--- src/pmm_pkg.sv ---
package pmm_pkg;
    localparam int NUM_PHASE = 3;
    localparam int SMP_W = 16;
    localparam int CLK_HZ = 125000000;
    // Sample rate and sag window
    localparam int SAMPLE_HZ = 8000;
    localparam int SAMPLE_DIV = CLK_HZ / SAMPLE_HZ;
    localparam int WINDOW_MS = 11;
    localparam int WINDOW_SAMPLES = SAMPLE_HZ * WINDOW_MS / 1000;
    localparam int SAG_MIN_HITS = 3;
    localparam int WINDOWS_NEEDED = 2;
    // Mode pin codes
    localparam logic [1:0] PIN_NORMAL = 2'h3;
    localparam logic [1:0] PIN_PARTIAL = 2'h2;
    localparam logic [1:0] PIN_DETECT = 2'h1;
    localparam logic [1:0] PIN_IDLE = 2'h0;
    // Status and enable bit positions
    localparam int SAG_BIT = 3;
    localparam int SAMPLED_NEUTRAL_BIT = 15;
    localparam int COMPUTED_NEUTRAL_BIT = 14;
    localparam int THREE_WIRE_BIT = 8;
    localparam int HALF_TURN_DEG = 180;
    // Partial mode access window
    localparam logic [9:0] PARTIAL_LO = 10'h014;
    localparam logic [9:0] PARTIAL_HI = 10'h01D;
    localparam logic [9:0] SPECIAL_0 = 10'h000;
    localparam logic [9:0] SPECIAL_1 = 10'h001;
    localparam logic [9:0] SPECIAL_3 = 10'h003;
    localparam logic [9:0] SPECIAL_7 = 10'h007;
    localparam logic [9:0] SPECIAL_E = 10'h00E;
    localparam logic [9:0] SPECIAL_F = 10'h00F;
    localparam int DEG_W = 9;
    localparam int EST_W = 32;

    typedef enum logic [1:0] {PMM_IDLE, PMM_NORMAL, PMM_PARTIAL, PMM_DETECT} pmm_mode_t;

    typedef struct packed {
        logic [NUM_PHASE-1:0] pos_enable;
        logic [NUM_PHASE-1:0] neg_enable;
    } pmm_detector_ctrl_t;

    typedef struct packed {
        logic [NUM_PHASE-1:0] volt_enable;
        logic [NUM_PHASE-1:0] curr_enable;
    } pmm_zero_cross_cfg_t;
endpackage

--- src/pmm_monitor.sv ---
`timescale 1ns/1ps
module pmm_monitor #(
    parameter int NUM_PHASE = pmm_pkg::NUM_PHASE,
    parameter int SMP_W = pmm_pkg::SMP_W,
    parameter int SAMPLE_DIV = pmm_pkg::SAMPLE_DIV,
    parameter int WINDOW_SAMPLES = pmm_pkg::WINDOW_SAMPLES
) (
    input wire logic clock,
    input wire logic reset,
    input wire logic mode_select_hi,
    input wire logic mode_select_lo,
    input wire logic [NUM_PHASE-1:0] curr_pos_over,
    input wire logic [NUM_PHASE-1:0] curr_neg_over,
    input wire pmm_pkg::pmm_detector_ctrl_t detector_control_reg,
    input wire logic partial_result_ready,
    input wire logic [9:0] reg_access_addr,
    input wire logic [NUM_PHASE-1:0] volt_zero_cross,
    input wire logic [NUM_PHASE-1:0] curr_zero_cross,
    input wire pmm_pkg::pmm_zero_cross_cfg_t zero_cross_config_reg,
    input wire logic [NUM_PHASE*SMP_W-1:0] volt_abs_sample,
    input wire logic [SMP_W-1:0] sag_threshold,
    input wire logic [SMP_W-1:0] phase_loss_threshold,
    input wire logic [15:0] function_enable_first,
    input wire logic [15:0] function_enable_second,
    input wire logic [SMP_W-1:0] sampled_neutral_rms,
    input wire logic [SMP_W-1:0] computed_neutral_rms,
    input wire logic [SMP_W-1:0] sampled_neutral_threshold,
    input wire logic [SMP_W-1:0] computed_neutral_threshold,
    input wire logic status_clear,
    input wire logic [15:0] metering_mode_reg,
    input wire logic [pmm_pkg::DEG_W-1:0] a_to_c_degrees,
    input wire logic estimator_config_reg,
    input wire logic estimator_sample_valid,
    input wire logic signed [SMP_W-1:0] estimator_sample,
    output pmm_pkg::pmm_mode_t power_mode,
    output logic mode_violation,
    output logic [NUM_PHASE-1:0] comparator_power,
    output logic partial_analog_off,
    output logic reg_access_allowed,
    output logic pins_idle_state,
    output logic event_line_any,
    output logic event_line_all,
    output logic warning_output,
    output logic [15:0] system_status_first,
    output logic [15:0] system_status_second,
    output logic [NUM_PHASE-1:0] phase_lost,
    output logic [NUM_PHASE-1:0] zero_cross_out_volt,
    output logic [NUM_PHASE-1:0] zero_cross_out_curr,
    output logic phase_sequence_error,
    output logic estimator_on,
    output logic [pmm_pkg::EST_W-1:0] low_power_estimator
);
    logic [1:0] pins;
    pmm_pkg::pmm_mode_t next_mode;
    logic in_detect, in_partial, in_normal, mode_change;
    logic [NUM_PHASE-1:0] pos_hit, neg_hit, phase_over;
    logic [$clog2(SAMPLE_DIV)-1:0] div_cnt;
    logic sample_tick, window_end;
    logic [$clog2(WINDOW_SAMPLES+1)-1:0] smp_cnt;
    logic [NUM_PHASE-1:0][1:0] sag_hits, loss_hits;
    logic [NUM_PHASE-1:0] sag_prev, loss_prev, sag_low, loss_low;
    logic [NUM_PHASE-1:0] sag_now, loss_now;
    logic sag_event, neutral_irq, sag_irq;
    logic [NUM_PHASE-1:0] zx_prev;
    logic [NUM_PHASE-1:0] seq_seen;
    logic signed [pmm_pkg::EST_W-1:0] acc, next_acc;

    assign pins = {mode_select_hi, mode_select_lo};
    assign in_detect = (power_mode == pmm_pkg::PMM_DETECT);
    assign in_partial = (power_mode == pmm_pkg::PMM_PARTIAL);
    assign in_normal = (power_mode == pmm_pkg::PMM_NORMAL);
    assign mode_change = (next_mode != power_mode);

    always_comb begin
        case (pins)
            pmm_pkg::PIN_NORMAL: next_mode = pmm_pkg::PMM_NORMAL;
            pmm_pkg::PIN_PARTIAL: next_mode = pmm_pkg::PMM_PARTIAL;
            pmm_pkg::PIN_DETECT: next_mode = pmm_pkg::PMM_DETECT;
            default: next_mode = pmm_pkg::PMM_IDLE;
        endcase
    end

    // Mode register; direct non-idle hops are flagged
    always_ff @(posedge clock) begin
        if (reset) begin
            power_mode <= pmm_pkg::PMM_IDLE;
            mode_violation <= 1'b0;
        end else begin
            power_mode <= next_mode;
            if (mode_change && power_mode != pmm_pkg::PMM_IDLE
                && next_mode != pmm_pkg::PMM_IDLE) begin
                mode_violation <= 1'b1;
            end else if (next_mode == pmm_pkg::PMM_IDLE) begin
                mode_violation <= 1'b0;
            end
        end
    end

    // Comparator power and qualification
    always_comb begin
        for (int p = 0; p < NUM_PHASE; p++) begin
            comparator_power[p] = in_detect && (detector_control_reg.pos_enable[p]
                || detector_control_reg.neg_enable[p]);
            pos_hit[p] = in_detect && detector_control_reg.pos_enable[p] && curr_pos_over[p];
            neg_hit[p] = in_detect && detector_control_reg.neg_enable[p] && curr_neg_over[p];
            phase_over[p] = pos_hit[p] || neg_hit[p];
        end
    end

    assign partial_analog_off = in_partial;
    assign pins_idle_state = in_detect || (power_mode == pmm_pkg::PMM_IDLE);
    assign estimator_on = in_normal || in_partial;
    assign neutral_irq = (system_status_second[pmm_pkg::SAMPLED_NEUTRAL_BIT]
        && function_enable_second[pmm_pkg::SAMPLED_NEUTRAL_BIT])
        || (system_status_second[pmm_pkg::COMPUTED_NEUTRAL_BIT]
        && function_enable_second[pmm_pkg::COMPUTED_NEUTRAL_BIT]);
    assign sag_irq = system_status_first[pmm_pkg::SAG_BIT]
        && function_enable_first[pmm_pkg::SAG_BIT];

    always_comb begin
        reg_access_allowed = 1'b1;
        if (in_partial) begin
            reg_access_allowed = (reg_access_addr >= pmm_pkg::PARTIAL_LO
                && reg_access_addr <= pmm_pkg::PARTIAL_HI)
                || reg_access_addr == pmm_pkg::SPECIAL_0
                || reg_access_addr == pmm_pkg::SPECIAL_1
                || reg_access_addr == pmm_pkg::SPECIAL_3
                || reg_access_addr == pmm_pkg::SPECIAL_7
                || reg_access_addr == pmm_pkg::SPECIAL_E
                || reg_access_addr == pmm_pkg::SPECIAL_F;
        end
    end

    // Event line any: detection latch, partial result or sag warning in normal
    always_ff @(posedge clock) begin
        if (reset || mode_change) begin
            event_line_any <= 1'b0;
        end else if (in_detect && |phase_over) begin
            event_line_any <= 1'b1;
        end else if (in_partial && partial_result_ready) begin
            event_line_any <= 1'b1;
        end else if (in_normal) begin
            event_line_any <= sag_irq;
        end
    end

    // Event line all: detection latch, neutral overcurrent in normal, else low
    always_ff @(posedge clock) begin
        if (reset || mode_change) begin
            event_line_all <= 1'b0;
        end else if (in_detect) begin
            if (&phase_over) begin
                event_line_all <= 1'b1;
            end
        end else if (in_normal) begin
            event_line_all <= neutral_irq;
        end else begin
            event_line_all <= 1'b0;
        end
    end

    // 8 kHz sample enable and 11 ms window
    always_ff @(posedge clock) begin
        if (reset || !in_normal) begin
            div_cnt <= '0;
            smp_cnt <= '0;
        end else begin
            if (sample_tick) begin
                div_cnt <= '0;
                smp_cnt <= window_end ? '0 : smp_cnt + 1'b1;
            end else begin
                div_cnt <= div_cnt + 1'b1;
            end
        end
    end
    assign sample_tick = (div_cnt == ($bits(div_cnt))'(SAMPLE_DIV - 1));
    assign window_end = sample_tick
        && (smp_cnt == ($bits(smp_cnt))'(WINDOW_SAMPLES - 1));

    // Hit counters saturate at the minimum count
    always_ff @(posedge clock) begin
        if (reset || !in_normal) begin
            sag_hits <= '0;
            loss_hits <= '0;
            sag_prev <= '0;
            loss_prev <= '0;
            phase_lost <= '0;
        end else if (sample_tick) begin
            for (int p = 0; p < NUM_PHASE; p++) begin
                if (window_end) begin
                    sag_hits[p] <= '0;
                    loss_hits[p] <= '0;
                    sag_prev[p] <= sag_low[p];
                    loss_prev[p] <= loss_low[p];
                    phase_lost[p] <= loss_prev[p] && loss_low[p];
                end else begin
                    if (sag_now[p] && sag_hits[p] != 2'(pmm_pkg::SAG_MIN_HITS)) begin
                        sag_hits[p] <= sag_hits[p] + 1'b1;
                    end
                    if (loss_now[p] && loss_hits[p] != 2'(pmm_pkg::SAG_MIN_HITS)) begin
                        loss_hits[p] <= loss_hits[p] + 1'b1;
                    end
                end
            end
        end
    end
    // Window verdict counts the closing sample too
    always_comb begin
        for (int p = 0; p < NUM_PHASE; p++) begin
            sag_now[p] = volt_abs_sample[p*SMP_W +: SMP_W] > sag_threshold;
            loss_now[p] = volt_abs_sample[p*SMP_W +: SMP_W] > phase_loss_threshold;
            sag_low[p] = {1'b0, sag_hits[p]} + {2'b0, sag_now[p]} < 3'(pmm_pkg::SAG_MIN_HITS);
            loss_low[p] = {1'b0, loss_hits[p]} + {2'b0, loss_now[p]} < 3'(pmm_pkg::SAG_MIN_HITS);
        end
    end
    assign sag_event = window_end && |(sag_prev & sag_low);

    // Sticky status; set wins over clear
    always_ff @(posedge clock) begin
        if (reset) begin
            system_status_first <= '0;
            system_status_second <= '0;
        end else begin
            if (status_clear) begin
                system_status_first <= '0;
                system_status_second <= '0;
            end
            if (sag_event) begin
                system_status_first[pmm_pkg::SAG_BIT] <= 1'b1;
            end
            if (in_normal && sampled_neutral_rms > sampled_neutral_threshold) begin
                system_status_second[pmm_pkg::SAMPLED_NEUTRAL_BIT] <= 1'b1;
            end
            if (in_normal && computed_neutral_rms > computed_neutral_threshold) begin
                system_status_second[pmm_pkg::COMPUTED_NEUTRAL_BIT] <= 1'b1;
            end
        end
    end
    assign warning_output = sag_irq;

    // Zero-crossing outputs, gated by lost phases
    always_ff @(posedge clock) begin
        if (reset || !in_normal) begin
            zero_cross_out_volt <= '0;
            zero_cross_out_curr <= '0;
        end else begin
            zero_cross_out_volt <= volt_zero_cross & zero_cross_config_reg.volt_enable
                & ~phase_lost;
            zero_cross_out_curr <= curr_zero_cross & zero_cross_config_reg.curr_enable
                & ~phase_lost;
        end
    end

    // Phase sequence check
    always_ff @(posedge clock) begin
        if (reset || !in_normal) begin
            zx_prev <= '0;
            seq_seen <= '0;
            phase_sequence_error <= 1'b0;
        end else if (metering_mode_reg[pmm_pkg::THREE_WIRE_BIT]) begin
            phase_sequence_error <= (a_to_c_degrees
                <= pmm_pkg::DEG_W'(pmm_pkg::HALF_TURN_DEG));
        end else begin
            zx_prev <= volt_zero_cross;
            if (volt_zero_cross[0] && !zx_prev[0]) begin
                seq_seen <= 3'b001;
                phase_sequence_error <= seq_seen != 3'b111 && seq_seen != 3'b000;
            end else if (volt_zero_cross[1] && !zx_prev[1]) begin
                phase_sequence_error <= seq_seen != 3'b001;
                seq_seen <= 3'b011;
            end else if (volt_zero_cross[2] && !zx_prev[2]) begin
                phase_sequence_error <= seq_seen != 3'b011;
                seq_seen <= 3'b111;
            end
        end
    end

    // Low-power estimator: square sum or signed sum
    always_comb begin
        if (estimator_config_reg) begin
            next_acc = acc + pmm_pkg::EST_W'(estimator_sample);
        end else begin
            next_acc = acc + pmm_pkg::EST_W'(estimator_sample)
                * pmm_pkg::EST_W'(estimator_sample);
        end
    end
    always_ff @(posedge clock) begin
        if (reset || !estimator_on) begin
            acc <= '0;
            low_power_estimator <= '0;
        end else if (estimator_sample_valid) begin
            acc <= next_acc;
            low_power_estimator <= next_acc;
        end
    end
endmodule

--- config.mk ---
export PLATFORM = sky130hd
export DESIGN_NAME = pmm_monitor
export DESIGN_NICKNAME = d
export VERILOG_FILES = /design/src/pmm_pkg.sv /design/src/pmm_monitor.sv
export SDC_FILE = /design/constraint.sdc
export NUM_CORES = 1
export LEC_CHECK = 0
export BUFFER_PORTS_ARGS = -buffer_cell sky130_fd_sc_hd__buf_2
export CAP_MARGIN = 10
export CORE_AREA = 2 2 194 196
export CTS_CLUSTER_SIZE = 28
export DETAILED_ROUTE_END_ITERATION = 10
export DIE_AREA = 0 0 196 198
export PLACE_DENSITY = 0.76
export SETUP_SLACK_MARGIN = 0.3
export SYNTH_ARGS = -nofsm -noshare
export SYNTH_HDL_FRONTEND = slang
export SYNTH_SLANG_ARGS = --single-unit
--- constraint.sdc ---
create_clock -name clock -period 7.18 [get_ports clock]
set_input_delay 1.077 -clock clock [delete_from_list [all_inputs] [get_ports clock]]
set_output_delay 1.077 -clock clock [all_outputs]
set_load 0.005 [all_outputs]
Yosys cells after proc, flatten, opt, wreduce, memory -nomap -nowiden

Cells that the tools add are included.

Register bits: 95
Bits in latches: 0
Memory bits (writable): 0
Bits in read-only memories: 0
Input bits: 259
Word-level logic and storage cells: 219
Memories: 0

Add/subtract/negate cells: 16
$mul: 1
Divide/modulo/power cells: 0
Order comparisons: 17
Equality and inequality tests: 24
Shift-type cells: 0
Mux-type cells: 36
Bitwise gates (word level): 7
Reductions and logical operators: 94

Operators with widths:

| kind                  | number |
|---|---|
| $gt 16x16->1          | 8 |
| $logic_and 1x1->1     | 40 |
| $add 32x16->32        | 1 |
| $add 32x32->32        | 1 |
| $mul 16x16->32        | 1 |
| $mux 32               | 1 |
| $mux 2                | 12 |
| $reduce_bool 2->1     | 12 |
| $eq 10x4->1 const B   | 2 |
| $add 2x1->3           | 6 |
| $logic_or 1x1->1      | 18 |
| $lt 3x2->1 const B    | 6 |
| $mux 1                | 16 |
| $mux 16               | 1 |
| $reduce_and 2->1      | 8 |
| $and 3x3->3           | 5 |
| $add 14x1->14 const B | 1 |
| $eq 14x14->1 const B  | 1 |
| $add 2x1->2 const B   | 6 |
| $ne 2x2->1 const B    | 6 |
| $eq 10x1->1 const B   | 1 |
| $eq 10x2->1 const B   | 1 |
| $eq 10x3->1 const B   | 1 |
| $ge 10x5->1 const B   | 1 |
| 25 further kinds      | 39 |

Longest topological paths before layout

Gate-level depths: netlist of run 1.

Depth in word-level cells: 9
Mapped depth: 25
Mapped depth without buffers: 24

Least setup slack after synthesis of run 1

Ideal clock, no wire load.

Path kind: input-to-reg
Start point: input estimator_sample[15]
End point: register acc[31] (netlist bit)
Arrival: 7.188 ns
Slack: -0.100 ns
Stages on the path: 23
Buffers on the path: 2
Cell sequence: clkbuf_1 > clkbuf_1 > and2_1 > fa_1 > inv_1 > fa_1 > inv_1 > fa_1 > fa_1 > fa_1 > inv_1 > fa_1 > inv_1 > ha_1 > a21o_1 > a21o_1 > a21oi_1 > nor2b_1 > a31oi_1 > nand2_1 > o41ai_1 > mux2i_1 > nor4_1

Word-level cells in the longest chain between the ends: 3
Elaborated cells between the ends (all ways): 4

RTL lines:

| what                 | RTL line           | source |
|---|---|---|
| from (decl)          | pmm_monitor.sv:34  | `input wire logic signed [SMP_W-1:0] estimator_sample,` |
| $mul 16x16->32       | pmm_monitor.sv:284 | `* pmm_pkg::EST_W'(estimator_sample);` |
| $add 32x32->32       | pmm_monitor.sv:283 | `next_acc = acc + pmm_pkg::EST_W'(estimator_sample)` |
| $mux 32 *            | pmm_monitor.sv:280 | `if (estimator_config_reg) begin` |
| to (signal assigned) | pmm_monitor.sv:292 | `acc <= next_acc;` |
| to (decl)            | pmm_monitor.sv:66  | `logic signed [pmm_pkg::EST_W-1:0] acc, next_acc;` |

Mark *: on every way between the ends. The rest lies on a longest branch, timed or not.
A chain may end at the register's enable or synchronous reset.

Final worst setup path of run 1

Start point: input estimator_sample[5]
End point: register acc[30] (netlist bit)

Same word-level chain as after synthesis.

==> results_dict.tcl, run 1 <==
set metrics [dict create \
    drive_gt1_share_pct 15.86 \
    place_area_sq_um 21380 \
    cp-end-kind "flip-flop" \
    status "finished clean" \
    finalNonFillerCells 2971 \
    die_y_um 198 \
    yosysWarnings 0 \
    clkLatencyLatePin_ns 0.35 \
    grt_first_pass_wirelength_um 77870 \
    syn_avg_cell_area_sq_um 8.750 \
    htreeDepth 3 \
    synthAdderAreaFrac_pct 46.79 \
    finalCritPeriodShare_pct 92.45 \
    synthArstFlopShare_pct 0 \
    report.final.slew_viol_count 0 \
    setup_ws_ns 0.5424 \
    synthesis.area_sq_um 19220 \
    ys.flop_type "dfxtp_1" \
    num_rows 71 \
    syn2layout_area_growth_pct 13.06 \
    whs_ns 0.4569 \
    finalWirelength_um 47240 \
    yosys.area_share.simple_pct 13.76 \
    tightest_slew_ns 1.013 \
    slowest_delay_ns 0.69 \
    critPathKind "input port to flip-flop" \
    grt_max_degree 62 \
    synth_seq_cells 95 \
    diodes 0 \
    synth-xor-area-share_pct 4.100 \
    via_per_inst 5.387 \
    grt_pass1_vias 16370 \
    clock_sinks 95 \
    dr.pass1.iters 4 \
    holdPathEnd "sag_prev[2]" \
    tritoncts "built" \
    whs_path_depth 2 \
    synthCells 2197 \
    num_vias 16010 \
    drc 0 \
    synth_edf_count 0 \
    cts_made_buffers 9 \
    start_util_pct 52.02 \
    grt_antenna_before_repair 2 \
    cp_top_family "adder cells" \
    rsz0062_at_grt "no" \
    synth.area.mux_share_pct 1.048 \
    synth_top_family_by_area "adder cells" \
    drt_iter0_drc 712 \
    fmax_ghz 0.1507 \
    ant_nets 0 \
    reg2reg_to "acc[27]" \
    fin_skew_ns 0.009524 \
    r2r_slack_ns 2.21 \
    cp_max_fo 9 \
    cts_buffer_depth 2 \
    clkSlewWorstSetupHoldPaths_ns 0.07 \
    track_usage_pct 24.84 \
    cpMostUsedCell "fa_1" \
    dpl.hpwl_um 41200 \
    maxCapViolations 0 \
    synth_cell_types 78 \
    synth-compound-area-share_pct 14.02 \
    hp-class "flip-flop to flip-flop" \
    final_area_sq_um 21740 \
    required_ns 7.46 \
    maxSlewHeadroom_pct 32.48 \
    ys_seq_area_share_pct 9.893 \
    finalSetupViolCount 0 \
    cts-hold-fix-buffers 0 \
    grt_overflow_total 0 \
    worstReg2RegStart "acc[10]" \
    worst_path_max_delay_cell "fa_2" \
    worstPathArrival_ns 6.92 \
    place_inst 2954 \
    crit_chain "buf_2 > nand2_1 > fa_1 > fa_2 > clkinvlp_4 > fa_1 > fa_1 > fa_1 > inv_1 > fa_1 > inv_1 > ha_1 > a21o_1 > a21o_1 > a21oi_2 > inv_1 > o221ai_2 > a21oi_2 > nor4_1 > a31oi_1 > a31oi_1" \
    r2r_cells 17 \
    crit_buf_inv 5 \
    holdCritStartpoint "sag_prev[2]" \
    cts-root-buf "clkbuf_16" \
    io_buffers 272 \
    start_kind "input port" \
    die_w_um 196 \
    io_pins 346 \
    min_period_ns 6.638 \
    final_nets 3313 \
    wire_per_inst_um 15.90 \
    hold_violations 0 \
    core_area_sq_um 36960 \
    pre_cts_slack_ns -0.007843 \
    dieArea_sq_um 38810 \
    place_congestion 0.9353 \
]
==> logic make-up (layout without fill, tap and decap cells) <==
| logic type | count (synthesis) | count (layout) |
|---|---|---|
| flip-flops | 95 | 95 |
| AND/OR/NAND/NOR | 527 | 527 |
| XOR/XNOR | 90 | 90 |
| AO/OA/AOI/OAI | 403 | 403 |
| buffers and inverters | 501 | 773 |
| adder cells (fa/ha/maj) | 560 | 560 |
| multiplexers | 20 | 20 |
| other | 1 | 29 |
==> layout by cell type, fill, tap and decap left out, drive strengths merged, types with 21 or more instances in the layout <==
cell type and instances:
a211oi 21, a21o 52, a21oi 123, and2 56, and3 21, buf 333, conb 29, dfxtp 95
fa 265, ha 295, inv 424, nand2 146, nand2b 29, nand3 25, nand4 29, nor2 122
nor2b 37, o21a 36, o21ai 72, xnor2 57, xor2 33
==> tightest hold or removal path: stages, from the launching register on <==
cell     delay (ns)
dfxtp_1        0.31
nand2_1        0.05
a21oi_1        0.05
==> state kept, by name (all words and copies together), names as in the netlist, 6 cells and up <==
name and cells:
loss_hits 6, sag_hits 6, acc 32, div_cnt 14, smp_cnt 7
==> synthesized netlist by cell type, types with 7 or more instances <==
library cell / number / area [sq um]
a21oi_1: 123 / 615.6
and3_1: 19 / 118.9
dfxtp_1: 95 / 1902
fa_1: 265 / 5305
or3_1: 10 / 62.56
a211oi_1: 20 / 150.1
a31oi_1: 14 / 87.58
mux2i_1: 19 / 190.2
xnor2_1: 57 / 499.2
o21ai_0: 69 / 345.3
nor3_1: 15 / 75.07
and2_1: 56 / 350.3
clkbuf_1: 44 / 165.2
xor2_1: 33 / 289.0
nand2b_1: 29 / 181.4
nor2b_1: 37 / 231.5
nand3_1: 25 / 125.1
ha_1: 295 / 3691
o211ai_1: 10 / 75.07
nand2_1: 146 / 548.0
inv_1: 424 / 1592
nor2_1: 122 / 457.9
nor4_1: 11 / 68.82
o21bai_1: 9 / 67.56
nand4_1: 29 / 181.4
a21o_1: 51 / 382.9
buf_4: 29 / 217.7
and4_1: 7 / 61.31
o21a_1: 36 / 270.3
nand3b_1: 8 / 60.06
==> worst max path at each step <==
stage / from / end / cells after the start
after floorplan: estimator_sample[15] / acc[28] / 24
after global placement: estimator_sample[1] / acc[31] / 22
after detailed placement: estimator_sample[1] / acc[31] / 22
after CTS: estimator_sample[1] / acc[31] / 22
after global routing: estimator_sample[4] / acc[28] / 23
final: estimator_sample[5] / acc[30] / 21
==> cell type report <==
cell class	instances	area, sq um
multi-input combinational	1629	15520
fill	3265	15220
sequential	95	1902
timing repair buffer	335	1854
inverter	424	1595
tap	474	593.1
clock buffer	10	239.0
clock inverter	4	32.53
==> through the flow <==
| stage | setup TNS (ns) | util (%) |
|---|---|---|
| finish | 0 | 58.82 |
| global placement | 0 | 57.86 |
| detailed placement | -0.007843 | 57.86 |
| CTS | 0 | 58.59 |
| global route | 0 | 58.82 |
| floorplan | 0 | - |
==> timing repair <==
action                                 CTS  global route
gates resized for setup                  0            19
setup buffers                            0             3
setup endpoints to repair                0             9
endpoints found under the hold margin    0             0
==> per-layer routing <==
metal	track usage, %	wire [um]	part of all wire [%]	vias up
met5	0	28	0.059	-
met3	2.776	2332	4.9	80
met4	7.183	1344	2.8	4
met1	31.66	19970	42	7768
li1	-	-	-	7762
met2	44.55	23560	50	392
Power of run 1 is not shown: default switching activity piles up to over one toggle a cycle in this logic, so the estimate is an artifact.
==> run 2: changes to the inputs <==
PLACE_DENSITY = 0.79   (was 0.76)
RECOVER_POWER = 100   (was default)
==> run 2 against run 1 <==
Effect of this change: hold slack better by 0.0020 ns; first-iteration DRC count up 21%; flip-flop and latch count unchanged; via count up 1.1%; cell area down 0.38%; die area unchanged; fmax down 1.6%; count of clock-buffer cells in the layout unchanged; non-clock buffer count down 3; cell count unchanged; core utilization down 0.22 points; critical endpoint is now acc[29].
==> results_dict.tcl, run 2 (synthesis results as in run 1) <==
set metrics [dict create \
    worstPathArrival_ns 7.00 \
    htreeDepth 3 \
    cts-root-buf "clkbuf_16" \
    grt_overflow_total 0 \
    num_rows 71 \
    cts_made_buffers 9 \
    drive_gt1_share_pct 13.98 \
    grt_max_degree 62 \
    largest_register_ffs 32 \
    dpl.hpwl_um 41690 \
    n_fill_cell 3250 \
    io_pins 346 \
    setup_ws_ns 0.4357 \
    min_period_ns 6.744 \
    track_usage_pct 25.45 \
    cp-end-kind "flip-flop" \
    core_area_sq_um 36960 \
    required_ns 7.44 \
    ant_nets 0 \
    maxSlewHeadroom_pct 26.69 \
    dieArea_sq_um 38810 \
    place_area_sq_um 21350 \
    finalWirelength_um 47980 \
    regMostFlops "acc" \
    fmax_ghz 0.1483 \
    die_y_um 198 \
    start_kind "input port" \
    hp-class "flip-flop to flip-flop" \
    pre_cts_slack_ns 0.07883 \
    grt_pass1_vias 16820 \
    fin_skew_ns 0.009616 \
    status "finished clean" \
    tightest_slew_ns 1.090 \
    place_congestion 0.9634 \
    start_util_pct 52.02 \
    cp_max_fo 7 \
    cts-hold-fix-buffers 0 \
    r2r_slack_ns 2.09 \
    report.final.slew_viol_count 0 \
    final_cell_mix "inv_1 (422), ha_1 (293), fa_1 (263)" \
    clock_sinks 95 \
    final_area_sq_um 21650 \
    clkSlewWorstSetupHoldPaths_ns 0.07 \
    drt_iter0_drc 858 \
    final_nets 3310 \
    largestRegisters "acc (32), div_cnt (14), smp_cnt (7)" \
    die_w_um 196 \
    hold_violations 0 \
    maxCapViolations 0 \
    tritoncts "built" \
    grt_first_pass_wirelength_um 79900 \
    clkLatencyLatePin_ns 0.36 \
    setup_tns_ns 0 \
    wire_per_inst_um 16.15 \
    rsz0062_at_grt "no" \
    via_per_inst 5.449 \
    finalCritPeriodShare_pct 93.93 \
    drc 0 \
    io_buffers 272 \
    critPathKind "input port to flip-flop" \
    final_common_cell "inv_1" \
    num_vias 16190 \
    grt_antenna_before_repair 1 \
    cts_buffer_depth 2 \
    syn2layout_area_growth_pct 12.63 \
    dr.pass1.iters 5 \
    finalSetupViolCount 0 \
]
[run 2: cell types whose count changed in the layout (fill, tap and decap cells not counted), sizes merged]
cell	change
clkinv	+1
inv	+1
buf	-49
clkbuf	+46
diode	+1
[run 2: critical path, stage by stage]
cell and delay (ns):
buf_2 0.13, buf_4 0.18, and2_0 0.22, fa_1 0.52, inv_1 0.05, fa_1 0.50, fa_1 0.52, inv_1 0.05
fa_1 0.47, fa_1 0.55, inv_1 0.06, fa_1 0.53, inv_1 0.05, ha_1 0.35, a21oi_1 0.21, nor2b_1 0.07
a21oi_1 0.18, nand4_1 0.27, nand4b_1 0.23, clkbuf_4 0.15, nand3b_1 0.08, a21oi_1 0.19, xor2_1 0.09, a221oi_1 0.26
[run 2: final timing paths]
| check | from | to | cells after the start |
|---|---|---|---|
| max | estimator_sample[8] | acc[29] | 24 |
| min | loss_prev[2] | loss_prev[2] | 2 |
| max reg2reg | acc[8] | acc[29] | 18 |
| min reg2reg | loss_prev[2] | loss_prev[2] | 2 |
[run 2: routing by layer]
layer	global-route usage, %	wire length (um)	vias up
met5	0	0	-
met4	7.043	1209	0
met3	2.879	2063	87
met2	45.33	24020	405
met1	32.79	20680	7929
li1	-	-	7767
[run 2: final cells by class]
class / instances / area (sq um) / share of cell area (%)
Multi-Input combinational cell: 1629 / 15500 / 71.58
Clock inverter: 6 / 55.05 / 0.2542
Sequential cell: 95 / 1902 / 8.783
Clock buffer: 10 / 229.0 / 1.057
Antenna cell: 1 / 2.502 / 0.01156
Tap cell: 474 / 593.1 / 2.739
Timing Repair Buffer: 332 / 1775 / 8.199
Inverter: 424 / 1598 / 7.379
[run 2: timing repair]
item                                    4_1_cts  5_1_grt
setup buffers                                 0        4
resized for setup                             0       27
hold endpoints to repair                      0        0
endpoints found under the setup margin        0        9
[run 2: per-stage QoR]
stage | hold WS, ns | utilization [%] | cells
floorplan | 0.4360 | - | 2225
global placement | 0.4404 | 57.78 | 2950
detailed placement | 0.4496 | 57.78 | 2950
CTS | 0.4613 | 58.55 | 2966
global route | 0.4968 | 58.59 | 2971
finish | 0.4589 | 58.59 | 2971
Power of run 2 is left out for the same reason.
